$ cat config.mk
export PLATFORM = sky130hd
export DESIGN_NAME = spk_host
export DESIGN_NICKNAME = d
export VERILOG_FILES = /design/src/hw/spk_host_pkg.sv /design/src/hw/pin_sync.sv /design/src/hw/spk_host.sv
export SDC_FILE = /design/constraint.sdc
export NUM_CORES = 1
export LEC_CHECK = 0
export BUFFER_PORTS_ARGS = -buffer_cell sky130_fd_sc_hd__buf_2
export CAP_MARGIN = 0
export CORE_AREA = 3 3 59 61
export DETAILED_ROUTE_END_ITERATION = 10
export DIE_AREA = 0 0 62 64
export PLACE_DENSITY = 0.72
export SETUP_SLACK_MARGIN = 0.15
export SYNTH_ARGS = -nofsm -noshare
export SYNTH_HDL_FRONTEND = slang
export SYNTH_SLANG_ARGS = --single-unit
$ cat constraint.sdc
create_clock -name clock_i -period 2.45 [get_ports clock_i]
set_input_delay 0.245 -clock clock_i [delete_from_list [all_inputs] [get_ports clock_i]]
set_output_delay 0.245 -clock clock_i [all_outputs]
set_load 0.01 [all_outputs]
$ cat src/hw/spk_host_pkg.sv
/*
  Package for the host side of the shared speaker and bus duty logic:
  timing constants, phase codes and the pin carrier type.
  Assumes a 40 MHz core clock and a bus clock near 200 ns period.
*/
package spk_host_pkg;

  // ****************************************
  // Timing
  // ****************************************
  localparam int CLK_NS = 25;               // Core clock period
  localparam int BUS_CLK_NS = 200;          // Bus clock period
  localparam int ALE_HOLD_MIN_NS = BUS_CLK_NS / 2;   // Half a bus clock
  localparam int ALE_HOLD_MAX_NS = BUS_CLK_NS;       // One bus clock
  // Least time rounds up
  localparam int ALE_HOLD_CYC_I = (ALE_HOLD_MIN_NS + CLK_NS - 1) / CLK_NS;
  localparam logic [3:0] ALE_HOLD_CYC = ALE_HOLD_CYC_I[3:0];

  // ****************************************
  // Synchroniser lanes
  // ****************************************
  localparam int SYNC_W = 3;                // Number of pin lanes
  localparam int LANE_BCLK = 0;             // Bus clock lane
  localparam int LANE_SPK = 1;              // Speaker line lane
  localparam int LANE_SEL = 2;              // Select/backoff lane

  // ****************************************
  // Phases and reset values
  // ****************************************
  localparam logic [1:0] PHASE_0 = 2'h0;
  localparam logic [1:0] PHASE_1 = 2'h1;
  localparam logic [1:0] PHASE_2 = 2'h2;
  localparam logic [1:0] PHASE_3 = 2'h3;
  localparam logic [7:0] DRQ_NONE = 8'h00;  // All DMA requests off
  localparam logic [2:0] HALT_CNT_RST = 3'h0;

  // Two-way pin drive
  typedef struct packed {
    logic out;                              // Level driven
    logic oe;                               // High while driving
  } pin_drive_type;

endpackage : spk_host_pkg

$ cat src/hw/pin_sync.sv
/*
  Two-flop synchroniser with edge detect for a group of pin inputs.
  Assumes inputs are asynchronous to clock_i; edges are reported in the
  same cycle that the second flop takes a new level.
*/
`timescale 1ns/1ps
`default_nettype none
module pin_sync (
  // Clock and reset
  input wire logic clock_i,
  input wire logic srst_i,
  // Pins
  input wire logic [spk_host_pkg::SYNC_W-1:0] pin_i,
  // Synchronised levels and edges
  output logic [spk_host_pkg::SYNC_W-1:0] level_o,
  output logic [spk_host_pkg::SYNC_W-1:0] rise_o,
  output logic [spk_host_pkg::SYNC_W-1:0] fall_o
);
  import spk_host_pkg::*;

  logic [SYNC_W-1:0] meta;    // First stage, read only by stage two
  logic [SYNC_W-1:0] stable;  // Second stage
  logic [SYNC_W-1:0] last;    // Previous stable value

  // ****************************************
  // Sync chain, one lane per pin
  // ****************************************
  genvar g;
  generate
    for (g = 0; g < SYNC_W; g++) begin : g_lane
      always_ff @(posedge clock_i) begin
        if (srst_i) begin
          meta[g] <= 1'b0;
          stable[g] <= 1'b0;
          last[g] <= 1'b0;
        end else begin
          meta[g] <= pin_i[g];
          stable[g] <= meta[g];
          last[g] <= stable[g];
        end
      end
      assign rise_o[g] = stable[g] & ~last[g];
      assign fall_o[g] = ~stable[g] & last[g];
    end
  endgenerate

  assign level_o = stable;

endmodule : pin_sync
`default_nettype wire

$ cat src/hw/spk_host.sv
/*
  Host side of the shared speaker scheme plus host bus duties:
  ALE voltage signalling at reset, data bus idle, DMA request inhibit
  on backoff, backoff grant and clock halt permission.
  Assumes bus clock, speaker and select/backoff arrive as raw pins;
  other inputs come from host logic on clock_i.
*/
`timescale 1ns/1ps
`default_nettype none
module spk_host (
  // Clock and reset (reset is the bus reset drive)
  input wire logic clock_i,
  input wire logic srst_i,
  // Raw pins
  input wire logic bus_clock_i,
  input wire logic speaker_line_i,
  input wire logic select_backoff_line_n_i,
  output spk_host_pkg::pin_drive_type speaker_line_o,
  // Address latch enable
  input wire logic bus_5v_i,
  input wire logic ale_req_i,
  output logic ale_o,
  // Data bus drive
  input wire logic cycle_active_i,
  input wire logic sd_drive_i,
  output logic sd_oe_o,
  // DMA requests
  input wire logic [7:0] drq_i,
  output logic [7:0] drq_o,
  input wire logic driveback_done_i,
  // Backoff grant
  input wire logic bus_idle_i,
  output logic backoff_grant_o,
  // Stop clock control
  input wire logic stop_bcast_i,
  input wire logic stop_mode_i,
  input wire logic cmd_active_i,
  input wire logic [2:0] clk_count_i,
  output logic clk_halt_o
);
  import spk_host_pkg::*;

  // ****************************************
  // Pin synchronisers
  // ****************************************
  logic [SYNC_W-1:0] pin_level;
  logic [SYNC_W-1:0] pin_rise;
  logic [SYNC_W-1:0] pin_fall;

  // Select lane is carried inverted, so the flops' reset value is the idle level
  pin_sync pin_sync_inst (
    .clock_i(clock_i),
    .srst_i(srst_i),
    .pin_i({~select_backoff_line_n_i, speaker_line_i, bus_clock_i}),
    .level_o(pin_level),
    .rise_o(pin_rise),
    .fall_o(pin_fall)
  );

  wire bclk_rise = pin_rise[LANE_BCLK];     // Bus clock rising edge
  wire bclk_fall = pin_fall[LANE_BCLK];     // Bus clock falling edge
  wire bclk_edge = bclk_rise | bclk_fall;   // Any phase boundary
  wire spk_level = pin_level[LANE_SPK];     // Speaker line level
  wire sel_low = pin_level[LANE_SEL];       // Select/backoff asserted

  // ****************************************
  // ALE and bus voltage signalling
  // ****************************************
  logic bus_5v;              // Voltage strap caught during reset
  logic [3:0] hold_cnt;      // Cycles left of post-reset ALE hold
  wire hold_active = (hold_cnt != 4'h0);

  // Strap capture while reset is applied, then hold countdown
  always_ff @(posedge clock_i) begin
    if (srst_i) begin
      bus_5v <= bus_5v_i;
      hold_cnt <= ALE_HOLD_CYC;
    end else if (hold_active) begin
      hold_cnt <= hold_cnt - 4'h1;
    end
  end

  // Strap level during reset and hold, normal ALE after
  assign ale_o = (srst_i || hold_active) ? (srst_i ? bus_5v_i : bus_5v) : ale_req_i;

  // ****************************************
  // Phase tracking
  // ****************************************
  logic ale_seen;            // First normal ALE observed
  logic synced;              // Phase counter aligned
  logic [1:0] phase;         // Current phase
  wire first_align = ~synced & ale_seen & bclk_rise;

  // Align on first rise after ALE, then advance per bus clock edge
  always_ff @(posedge clock_i) begin
    if (srst_i) begin
      ale_seen <= 1'b0;
      synced <= 1'b0;
      phase <= PHASE_0;
    end else begin
      if (ale_req_i && !hold_active) begin
        ale_seen <= 1'b1;
      end
      if (first_align) begin
        synced <= 1'b1;
        phase <= PHASE_0;
      end else if (synced && bclk_edge) begin
        phase <= phase + 2'h1;  // Kept through stop mode
      end
    end
  end

  // ****************************************
  // Speaker line handling
  // ****************************************
  logic spk_p0;              // Level sampled opening phase 0
  logic spk_p2;              // Level sampled opening phase 2
  wire open_p0 = first_align | (synced & bclk_rise & (phase == PHASE_3));
  wire open_p2 = synced & bclk_rise & (phase == PHASE_1);
  wire open_p3 = synced & bclk_fall & (phase == PHASE_2);
  pin_drive_type next_spk;

  // Drive decision for the next cycle
  always_comb begin
    next_spk = speaker_line_o;
    if (stop_mode_i) begin
      next_spk = '{out: 1'b0, oe: 1'b1};
    end else if (!synced) begin
      next_spk = '{out: 1'b0, oe: 1'b0};
    end else if (open_p0 || open_p2) begin
      next_spk.oe = 1'b0;
    end else if (open_p3) begin
      next_spk = '{out: spk_p2, oe: 1'b1};
    end
  end

  // Samples and registered pin drive
  always_ff @(posedge clock_i) begin
    if (srst_i) begin
      spk_p0 <= 1'b0;
      spk_p2 <= 1'b0;
      speaker_line_o <= '{out: 1'b0, oe: 1'b0};
    end else begin
      if (open_p0) begin
        spk_p0 <= spk_level;
      end
      if (open_p2) begin
        spk_p2 <= spk_level;
      end
      speaker_line_o <= next_spk;
    end
  end

  // ****************************************
  // Data bus idle
  // ****************************************
  assign sd_oe_o = cycle_active_i & sd_drive_i;

  // ****************************************
  // Backoff and DMA request inhibit
  // ****************************************
  logic drq_block;           // Backoff pending or in service
  wire backoff_seen = sel_low & ~ale_o;

  // Set wins over clear
  always_ff @(posedge clock_i) begin
    if (srst_i) begin
      drq_block <= 1'b0;
      drq_o <= DRQ_NONE;
    end else begin
      drq_block <= backoff_seen | (drq_block & ~driveback_done_i);
      drq_o <= (backoff_seen | drq_block) ? DRQ_NONE : drq_i;
    end
  end

  assign backoff_grant_o = drq_block & bus_idle_i;

  // ****************************************
  // Clock halt permission
  // ****************************************
  logic stop_armed;          // Stop broadcast issued
  logic counting;            // Counting after strobe release
  logic cmd_last;            // Strobe state last cycle
  logic [2:0] halt_cnt;      // Rising edges still to wait
  wire cmd_release = cmd_last & ~cmd_active_i;

  // Arm, count rising edges, then hold the halt request
  always_ff @(posedge clock_i) begin
    if (srst_i) begin
      stop_armed <= 1'b0;
      counting <= 1'b0;
      cmd_last <= 1'b0;
      halt_cnt <= HALT_CNT_RST;
      clk_halt_o <= 1'b0;
    end else begin
      cmd_last <= cmd_active_i;
      if (!stop_mode_i && !stop_bcast_i) begin
        stop_armed <= 1'b0;
        counting <= 1'b0;
        clk_halt_o <= 1'b0;
      end else begin
        if (stop_bcast_i) begin
          stop_armed <= 1'b1;
        end
        if (stop_armed && cmd_release) begin
          counting <= 1'b1;
          halt_cnt <= clk_count_i;
        end else if (counting && bclk_rise) begin
          halt_cnt <= halt_cnt - 3'h1;
          if (halt_cnt <= 3'h1) begin
            counting <= 1'b0;
            clk_halt_o <= 1'b1;
          end
        end
      end
    end
  end
endmodule : spk_host
`default_nettype wire

# [Word-level counts from Yosys, hierarchy flattened]
# Cells that the tools add are included.
[totals] out_inout_bits=14 input_bits=25 reg_bits=35
[op_classes] n_mux=11 bitwise_logic=28 magnitude_cmp=1 eq_ne=4 add_sub_neg=3 n_reduce_logical=21
[ops] cell="1-bit bitwise AND" count=14
[ops] cell="1-bit NOT" count=10
[ops] cell="1-bit 2-to-1 mux" count=8
[ops] cell="3-bit 2-to-1 mux" count=2
[ops] cell="2-bit AND reduction" count=3
[ops] cell="2-bit OR reduction" count=3
[ops] cell="1-bit logical AND" count=5
[ops] cell="2-bit == test (second input constant)" count=2
[ops] cell="4-bit by 2-bit inequality test with 1-bit output (second input constant)" count=1
[ops] cell="1-bit bitwise OR" count=4
[ops] cell="2-bit nonzero test" count=2
[ops] cell="4-bit nonzero test" count=1
[ops] cell="4-bit by 1-bit subtractor with 4-bit output (second input constant)" count=1
[ops] cell="3-bit by 1-bit less-or-equal comparator with 1-bit output (second input constant)" count=1
[ops] cell="1-bit logical NOT" count=3
[ops] cell="3-bit AND reduction" count=1
[ops] cell="3-bit OR reduction" count=1
[ops] cell="3-bit by 1-bit subtractor with 3-bit output (second input constant)" count=1
[ops] cell="2-bit by 1-bit adder with 2-bit output (second input constant)" count=1
[ops] cell="2-bit by 1-bit == test with 1-bit output (second input constant)" count=1
[ops] cell="1-bit logical OR" count=2
[ops] cell="2-bit 2-to-1 mux" count=1

# [Depth between registers and ports, before layout]
# Gate-level depths: netlist of the first run.
[depth] depth_word=9 mapped_depth=6

# [By module]
# Synthesis of the first run repeated with hierarchy kept, for this count alone.
[unflattened] cells_unflattened=162 hier_area_um2=1525.2
[by_module_without_submodules] mod="spk_host" n_inst=1 seq_area_each_um2=560.5 area_per_inst_um2=1251.2 cells_each=138
[by_module_without_submodules] mod="pin_sync" n_inst=1 seq_area_each_um2=180.2 area_per_inst_um2=274.0 cells_each=24

# [Worst setup path before layout of the first run]
# OpenSTA, ideal clock, no wires.
[synth_path] path_type="reg2out" from="register hold_cnt[0]" to="output port ale_o" path_stages_with_launch=7 t_required_ps=2205 t_arrival_ps=1492 slack_ps=713 n_path_buf=1 cell_sequence="dfxtp_1 inv_1 ha_1 or3b_1 buf_6 nor2_1 mux2_2"
[synth_between] elab_chain_len=3
[synth_lines] element="start, declared" line="spk_host.sv:70" rtl="logic [3:0] hold_cnt;"
[synth_lines] element="start signal, assigned" line="spk_host.sv:79" rtl="hold_cnt <= hold_cnt - 4'h1;"
[synth_lines] element="4-bit nonzero test" line="spk_host.sv:71" rtl="wire hold_active = (hold_cnt != 4'h0);"
[synth_lines] element="1-bit logical OR" line="spk_host.sv:84" rtl="assign ale_o = (srst_i || hold_active) ? (srst_i ? bus_5v_i : bus_5v) : ale_req_i;"
[synth_lines] element="1-bit 2-to-1 mux" line="spk_host.sv:84"
[synth_lines] element="end, declared" line="spk_host.sv:22" rtl="output logic ale_o,"
# No other way between the ends.

# [Worst setup path after layout of the first run]
# Same ends and word-level chain as after synthesis.

==> implementation parameters, run 1 <==
Parameter                              Value

Timing
  Final Setup Violations    0
  Worst-margin pin slew    478 ps
  Worst Hold Margin    61.5 ps
  Pins over their slew limit    0
  Max Clock Skew    3.02 ps
  Ratio of final minimum period to clock period    0.892
  Post-layout min period    2190 ps
  Post-route worst setup slack    265 ps
  Setup TNS    0 ps
  RSZ-0062 raised after global routing    no
  Top achievable clock speed    458 MHz
  Max-slew headroom at the worst pin    0.681
  Total count of hold-check failures in the final report    0

Yosys
  Yosys Warn Count    0
  Register area share after synthesis    0.485
  Netlist cell types    36
  Gate count of the mapped netlist    155
  Flop and latch count out of synthesis    35
  Average instance area after synthesis    9.32 sq um
  Top_reg_cell synth    sky130_fd_sc_hd__dfxtp_1
  Complex-gate fraction of the synthesized area    0.109
  Number of nets produced by synthesis    188
  Share of synthesized registers carrying an async set or reset    0
  Synthesized area    0.00144 sq mm
  EDFF count, synth    0
  Multiplexer share of the synthesized area    0.0581
  Share of synthesized cell area in full adder, half adder and majority cells    0.0693
  Post-synthesis simple-gate area fraction    0.214
  Largest family of logic cells by synthesized area    simple AND/OR/NAND/NOR gates
  Post-Synth XOR/XNOR Area    0.0121

Flow run
  # Max-Cap Violations    0

GRT
  Via count of the first global-routing pass    1129
  Number of antenna violations at the first check in global routing    0
  Global-route wire length before repair    4510 um
  GRT Util Overall    0.152
  Maximum number of pins on one net before global-route repair    28
  Remaining Overflow, GRT    0

CTS
  Clock sink count    35
  Buffer type at the clock tree root    sky130_fd_sc_hd__clkbuf_4
  Clock transition at path regs    100 ps
  Inserted Clock Buffers    5
  Maximum clock path buffer count    2
  TritonCTS clock tree    done
  Clock latency reported for the late side of the worst-skew pair    330 ps
  Clock H-tree levels    2
  Number of hold buffers added after CTS    0

Place
  Detailed placer's ending HPWL    1990 um
  Worst setup timing slack at the placement stage    474 ps
  Final weighted congestion in routability-driven placement    0.752
  Number of input and output port buffers inserted    38
  Placed cell area    0.00166 sq mm

Critical path
  Critical Path End Type    output pin
  Worst path bufs/invs    2
  Crit path kind    reg -> out
  Worst setup SP type    flip-flop
  Worst Reg-to-Reg Cells    6
  Largest stage delay, worst path    400 ps
  Data required time of the worst path    2200 ps
  CP Max Fanout    4
  Crit path DAT    1940 ps
  Ordered cell list for the critical path    inv_1 > ha_4 > or3b_4 > nor2_1 > mux2_2 > buf_2
  Slowest stage cell, crit path    sky130_fd_sc_hd__or3b_4
  Critical register-to-register path startpoint    hold_cnt[0]
  Category of cells accounting for the largest share of critical-path delay    simple AND/OR/NAND/NOR gates
  FF-to-FF setup slack    610 ps
  End of the worst register-to-register path    drq_block

Min path
  Terminating pin of the worst hold path    pin_sync_inst.meta[2]
  Hold Path Depth    2
  Worst Min Path Start    select_backoff_line_n_i
  Class of the worst hold path    in -> reg

Routing
  Number of vias per cell after detailed routing    4.81
  Number of nets with antenna violations after routing    0
  Violation count after the first detailed-routing iteration    37
  Post-route DRC violation count    0
  Wire length per cell after detailed routing    11.1 um
  Total routed wirelength    2660 um
  First-pass DRT Iterations    4
  Detailed-route via count    1155

Final layout
  Area of all placed cells without fillers    0.00173 sq mm
  Layout filler cell count    270
  Number of inserted diodes    0
  Post-layout net count    228
  Area grow syn2layout    20.1%
  Share of cells above drive strength 1    0.291

Floorplanning
  Die boundary height    64 um
  Count of pins on the block boundary    39
  Horizontal die dimension    62 um
  Initial core utilization    0.477
  Number of standard-cell rows in the floorplan    20
  Die area    0.00397 sq mm
  Core area    0.00303 sq mm

Pwr
  Leakage power figure    0.804 nW
  Peak supply drop    0.453 mV
  Pwr dens    702 mW/mm^2
  Overall power    0.00122 W

Status
  Result of the run    finished clean
## placed cells by master (no fill, tap or decap), types with 2 or more instances in the layout
cell / instances
sky130_fd_sc_hd__o31ai_1: 2
sky130_fd_sc_hd__o32ai_1: 2
sky130_fd_sc_hd__xnor2_1: 2
sky130_fd_sc_hd__nand3_1: 3
sky130_fd_sc_hd__nand2_1: 13
sky130_fd_sc_hd__nor2b_1: 7
sky130_fd_sc_hd__clkinv_2: 3
sky130_fd_sc_hd__dfxtp_1: 35
sky130_fd_sc_hd__ha_1: 7
sky130_fd_sc_hd__mux2i_1: 5
sky130_fd_sc_hd__o21ai_0: 2
sky130_fd_sc_hd__inv_1: 11
sky130_fd_sc_hd__mux2_2: 3
sky130_fd_sc_hd__a21oi_1: 7
sky130_fd_sc_hd__clkbuf_4: 5
sky130_fd_sc_hd__buf_2: 38
sky130_fd_sc_hd__nor2_1: 27
sky130_fd_sc_hd__and2_1: 2
## synthesized netlist by cell type (2+ instances only)
master | count | area share
sky130_fd_sc_hd__dfxtp_1 | 35 | 0.49
sky130_fd_sc_hd__nor2_1 | 27 | 0.070
sky130_fd_sc_hd__nand2_1 | 13 | 0.034
sky130_fd_sc_hd__inv_1 | 12 | 0.031
sky130_fd_sc_hd__ha_1 | 8 | 0.069
sky130_fd_sc_hd__a21oi_1 | 7 | 0.024
sky130_fd_sc_hd__nor2b_1 | 7 | 0.030
sky130_fd_sc_hd__clkbuf_1 | 5 | 0.013
sky130_fd_sc_hd__mux2i_1 | 5 | 0.035
sky130_fd_sc_hd__mux2_2 | 3 | 0.023
sky130_fd_sc_hd__nand3_1 | 3 | 0.010
sky130_fd_sc_hd__and2_1 | 2 | 0.0087
sky130_fd_sc_hd__o21ai_0 | 2 | 0.0069
sky130_fd_sc_hd__o31ai_1 | 2 | 0.010
sky130_fd_sc_hd__o32ai_1 | 2 | 0.012
sky130_fd_sc_hd__xnor2_1 | 2 | 0.012
## through the flow
step,util,std cells
6_report,0.573,240
3_3_place_gp,0.548,231
4_1_cts,0.566,239
5_1_grt,0.573,240
3_5_place_dp,0.548,231
2_1_floorplan,-,155
## repair_timing
action / in CTS / in global routing
pin swaps: 0 / 1
setup buffers: 0 / 1
setup endpoints to repair: 1 / 1
gates resized for setup: 1 / 3
## kinds of logic (layout without fill, tap and decap cells)
kind of cell,after synthesis,count (layout)
mux,8,8
flops,35,35
compound gates,21,21
fa+ha+maj,8,8
xor+xnor,2,2
simple gates,63,63
buf+inv,18,59
## per-layer routing
layer	up-vias	track usage	wire [um]
li1	593	-	-
met1	527	0.164	1130
met2	31	0.250	1340
met3	4	0.0667	167
met4	0	0.0637	28
met5	-	0	0
## area by class of cell
| type | instances | area, sq um | area share |
|---|---|---|---|
| sequential | 35 | 701 | 0.404 |
| tap | 44 | 55.1 | 0.0317 |
| clock buffer | 5 | 37.5 | 0.0216 |
| timing repair buffer | 39 | 198 | 0.114 |
| inverter | 12 | 45.0 | 0.0260 |
| clock inverter | 3 | 15.0 | 0.00866 |
| multi-input combinational | 102 | 683 | 0.394 |
## worst max-delay path by stage
| stage | start | to | depth (start not counted) |
|---|---|---|---|
| after detailed placement | hold_cnt[0] | ale_o | 6 |
| after floorplan | hold_cnt[0] | ale_o | 6 |
| after global routing | hold_cnt[0] | ale_o | 6 |
| after CTS | hold_cnt[0] | ale_o | 6 |
| after global placement | hold_cnt[0] | ale_o | 6 |
| final | hold_cnt[0] | ale_o | 6 |
## registers in the layout, indices dropped and copies added (netlist names), 2 cells and up
| register | flops |
|---|---|
| drq_o | 8 |
| pin_sync_inst.meta | 3 |
| phase | 2 |
| halt_cnt | 3 |
| pin_sync_inst.level_o | 3 |
| speaker_line_o | 2 |
| hold_cnt | 4 |
## report_power, final
group	switching, W	internal, W	total (W)
registers	0.0000378	0.000621	0.000659
logic	0.000132	0.000139	0.000271
clock network	0.000181	0.000107	0.000287
Power figures use the tool's default switching activity.
==> inputs of run 2 (changes only) <==
--- a/config.mk
+++ b/config.mk
@@ -7,11 +7,12 @@
 export LEC_CHECK = 0
 export BUFFER_PORTS_ARGS = -buffer_cell sky130_fd_sc_hd__buf_2
 export CAP_MARGIN = 0
-export CORE_AREA = 3 3 59 61
+export CORE_AREA = 3 3 61 63
 export DETAILED_ROUTE_END_ITERATION = 10
-export DIE_AREA = 0 0 62 64
-export PLACE_DENSITY = 0.72
+export DIE_AREA = 0 0 64 66
+export PLACE_DENSITY = 0.78
 export SETUP_SLACK_MARGIN = 0.15
 export SYNTH_ARGS = -nofsm -noshare
 export SYNTH_HDL_FRONTEND = slang
+export SYNTH_HIERARCHICAL = 1
 export SYNTH_SLANG_ARGS = --single-unit
==> run 2 against run 1 <==
Clock power rose by 81%. Final cell count rose by 1.7%. Largest power group unchanged. Global-route usage fell by 2.1 points. Clock skew rose by 9.2 ps. Critical endpoint unchanged.
==> implementation parameters, run 2 <==
Parameter                              Value

Timing
  Worst-margin pin slew    450 ps (-28.4 ps)
  Top achievable clock speed    452 MHz (-1.2%)
  Post-route worst setup slack    238 ps (-26.2 ps)
  Max Clock Skew    12.3 ps (+9.24 ps)
  Setup TNS    0 ps (unchanged)
  Pins over their slew limit    0 (unchanged)
  Total count of hold-check failures in the final report    0 (unchanged)
  Post-layout min period    2210 ps (+26.2 ps)
  Final Setup Violations    0 (unchanged)
  RSZ-0062 raised after global routing    no
  Ratio of final minimum period to clock period    0.903 (+0.0107)
  Max-slew headroom at the worst pin    0.697 (+0.0158)
  Worst Hold Margin    92.7 ps (+31.2 ps)

Place
  Detailed placer's ending HPWL    1840 um (-7.6%)
  Worst setup timing slack at the placement stage    536 ps (+61.9 ps)
  Final weighted congestion in routability-driven placement    0.742 (-1.4%)
  Placed insts    234 (+1.3%)
  Number of input and output port buffers inserted    38 (unchanged)

Routing
  Total routed wirelength    2640 um (-0.87%)
  Number of vias per cell after detailed routing    4.73 (-1.8%)
  Number of nets with antenna violations after routing    0 (unchanged)
  Post-route DRC violation count    0 (unchanged)
  Detailed-route via count    1153 (-0.17%)
  Violation count after the first detailed-routing iteration    63 (+70%)
  Wire length per cell after detailed routing    10.8 um (-2.5%)
  First-pass DRT Iterations    4 (unchanged)

Final layout
  Top flop regs    drq_o x8, hold_cnt x4
  Area grow syn2layout    24.5%
  Post-layout net count    229 (+0.44%)
  Commonest non-fill, non-tap cell in the layout    sky130_fd_sc_hd__buf_2
  Largest register by flop count    drq_o
  Highest-count cells in the layout ignoring fill and taps    sky130_fd_sc_hd__buf_2, sky130_fd_sc_hd__dfxtp_1, sky130_fd_sc_hd__nor2_1, sky130_fd_sc_hd__nand2_1
  Share of cells above drive strength 1    0.298 (+0.00716)
  Number of inserted diodes    0 (unchanged)
  Number of flip-flops under the largest register name    8 (unchanged)
  Layout filler cell count    301 (+11%)
  Final cell count without fillers    244 (+1.7%)
  Area occupied by multi-input gates    684 sq um (+0.18%)
  Area used by sequential logic in the layout    701 sq um (unchanged)

CTS
  Clock transition at path regs    110 ps (about the same)
  Clock latency reported for the late side of the worst-skew pair    350 ps (+20 ps)
  TritonCTS clock tree    done
  Inserted Clock Buffers    5 (unchanged)
  Clock H-tree levels    2 (unchanged)
  Clock sink count    35 (unchanged)
  Number of hold buffers added after CTS    0 (unchanged)
  Maximum clock path buffer count    2 (unchanged)
  Buffer type at the clock tree root    sky130_fd_sc_hd__clkbuf_4

GRT
  Via count of the first global-routing pass    1048 (-7.2%)
  Global-route wire length before repair    4230 um (-6.3%)
  Number of antenna violations at the first check in global routing    0 (unchanged)
  GRT Util Overall    0.131 (-0.0209)
  Remaining Overflow, GRT    0 (unchanged)
  Maximum number of pins on one net before global-route repair    27 (-3.6%)

Critical path
  Largest stage delay, worst path    410 ps (about the same)
  Ordered cell list for the critical path    inv_1 > ha_2 > or3b_4 > nor2_1 > mux2_2 > buf_2
  FF-to-FF setup slack    610 ps (about the same)
  CP Max Fanout    4 (unchanged)
  Critical Path End Type    output pin
  Slowest stage cell, crit path    sky130_fd_sc_hd__or3b_4
  Data required time of the worst path    2200 ps (about the same)
  Worst path bufs/invs    2 (unchanged)
  Category of cells accounting for the largest share of critical-path delay    simple AND/OR/NAND/NOR gates
  Worst setup SP type    flip-flop
  Crit path kind    reg -> out
  Crit path DAT    1970 ps (+30 ps)

Yosys
  Synthesized area    0.00145 sq mm (+0.26%)
  Average instance area after synthesis    9.40 sq um (+0.91%)
  Gate count of the mapped netlist    154 (-0.65%)
  Yosys Warn Count    6 (+6)
  Number of nets produced by synthesis    186 (-1.1%)

Floorplanning
  Count of pins on the block boundary    39 (unchanged)
  Die area    0.00422 sq mm (+6.5%)
  Initial core utilization    0.441 (-0.0361)
  Horizontal die dimension    64 um (+3.2%)
  Number of standard-cell rows in the floorplan    21 (+5.0%)
  Core area    0.00328 sq mm (+8.5%)
  Die boundary height    66 um (+3.1%)

Pwr
  Peak supply drop    0.642 mV (+42%)
  Overall power    0.00144 W (+19%)
  Leakage power figure    0.830 nW (+3.3%)
  Pwr dens    800 mW/mm^2 (+14%)

Flow run
  # Max-Cap Violations    0 (unchanged)

Min path
  Class of the worst hold path    in -> reg

Status
  Result of the run    finished clean
[run 2: through the flow]
stage / util / area [sq um]
detailed placement: 0.510 / 1680
global route: 0.549 / 1800
finish: 0.549 / 1800
global placement: 0.510 / 1680
CTS: 0.543 / 1780
floorplan: - / 1450
[run 2: power breakdown]
part           switching [W]  internal, W
Clock               0.000203     0.000317
Combinational       0.000127     0.000137
Sequential         0.0000373     0.000621
[run 2: what timing repair did]
action,4_1_cts,5_1_grt
gates resized for setup,1,1
buffers inserted,0,2
pin swaps,0,0
setup endpoints to repair,1,1
[run 2: path summary, 6_finish.rpt]
| path | to | cells past startpoint | from |
|---|---|---|---|
| max | ale_o | 6 | hold_cnt[0] |
| min | drq_o[0] | 3 | drq_i[0] |
| max reg2reg | drq_block | 6 | hold_cnt[0] |
| min reg2reg | pin_sync_inst/level_o[0] | 1 | pin_sync_inst/meta[0] |
[run 2: cell type report]
cell class                      count  area share
Clock buffer                        5      0.0208
Sequential cell                    35       0.389
Multi-Input combinational cell    103       0.380
Clock inverter                      3      0.0375
Timing Repair Buffer               41       0.118
Tap cell                           46      0.0319
Inverter                           11      0.0229
[run 2: metal layers]
layer	GRT usage	up-vias	part of all wire
met1	0.147	520	0.44
li1	-	599	-
met3	0.0561	5	0.067
met5	0	-	0
met4	0.0647	0	0.013
met2	0.212	29	0.48
[run 2: tightest hold or removal path, cell delays in order]
cell                      delay, ps
sky130_fd_sc_hd__buf_2           90
sky130_fd_sc_hd__nand2_1         40
sky130_fd_sc_hd__nor2_1          30
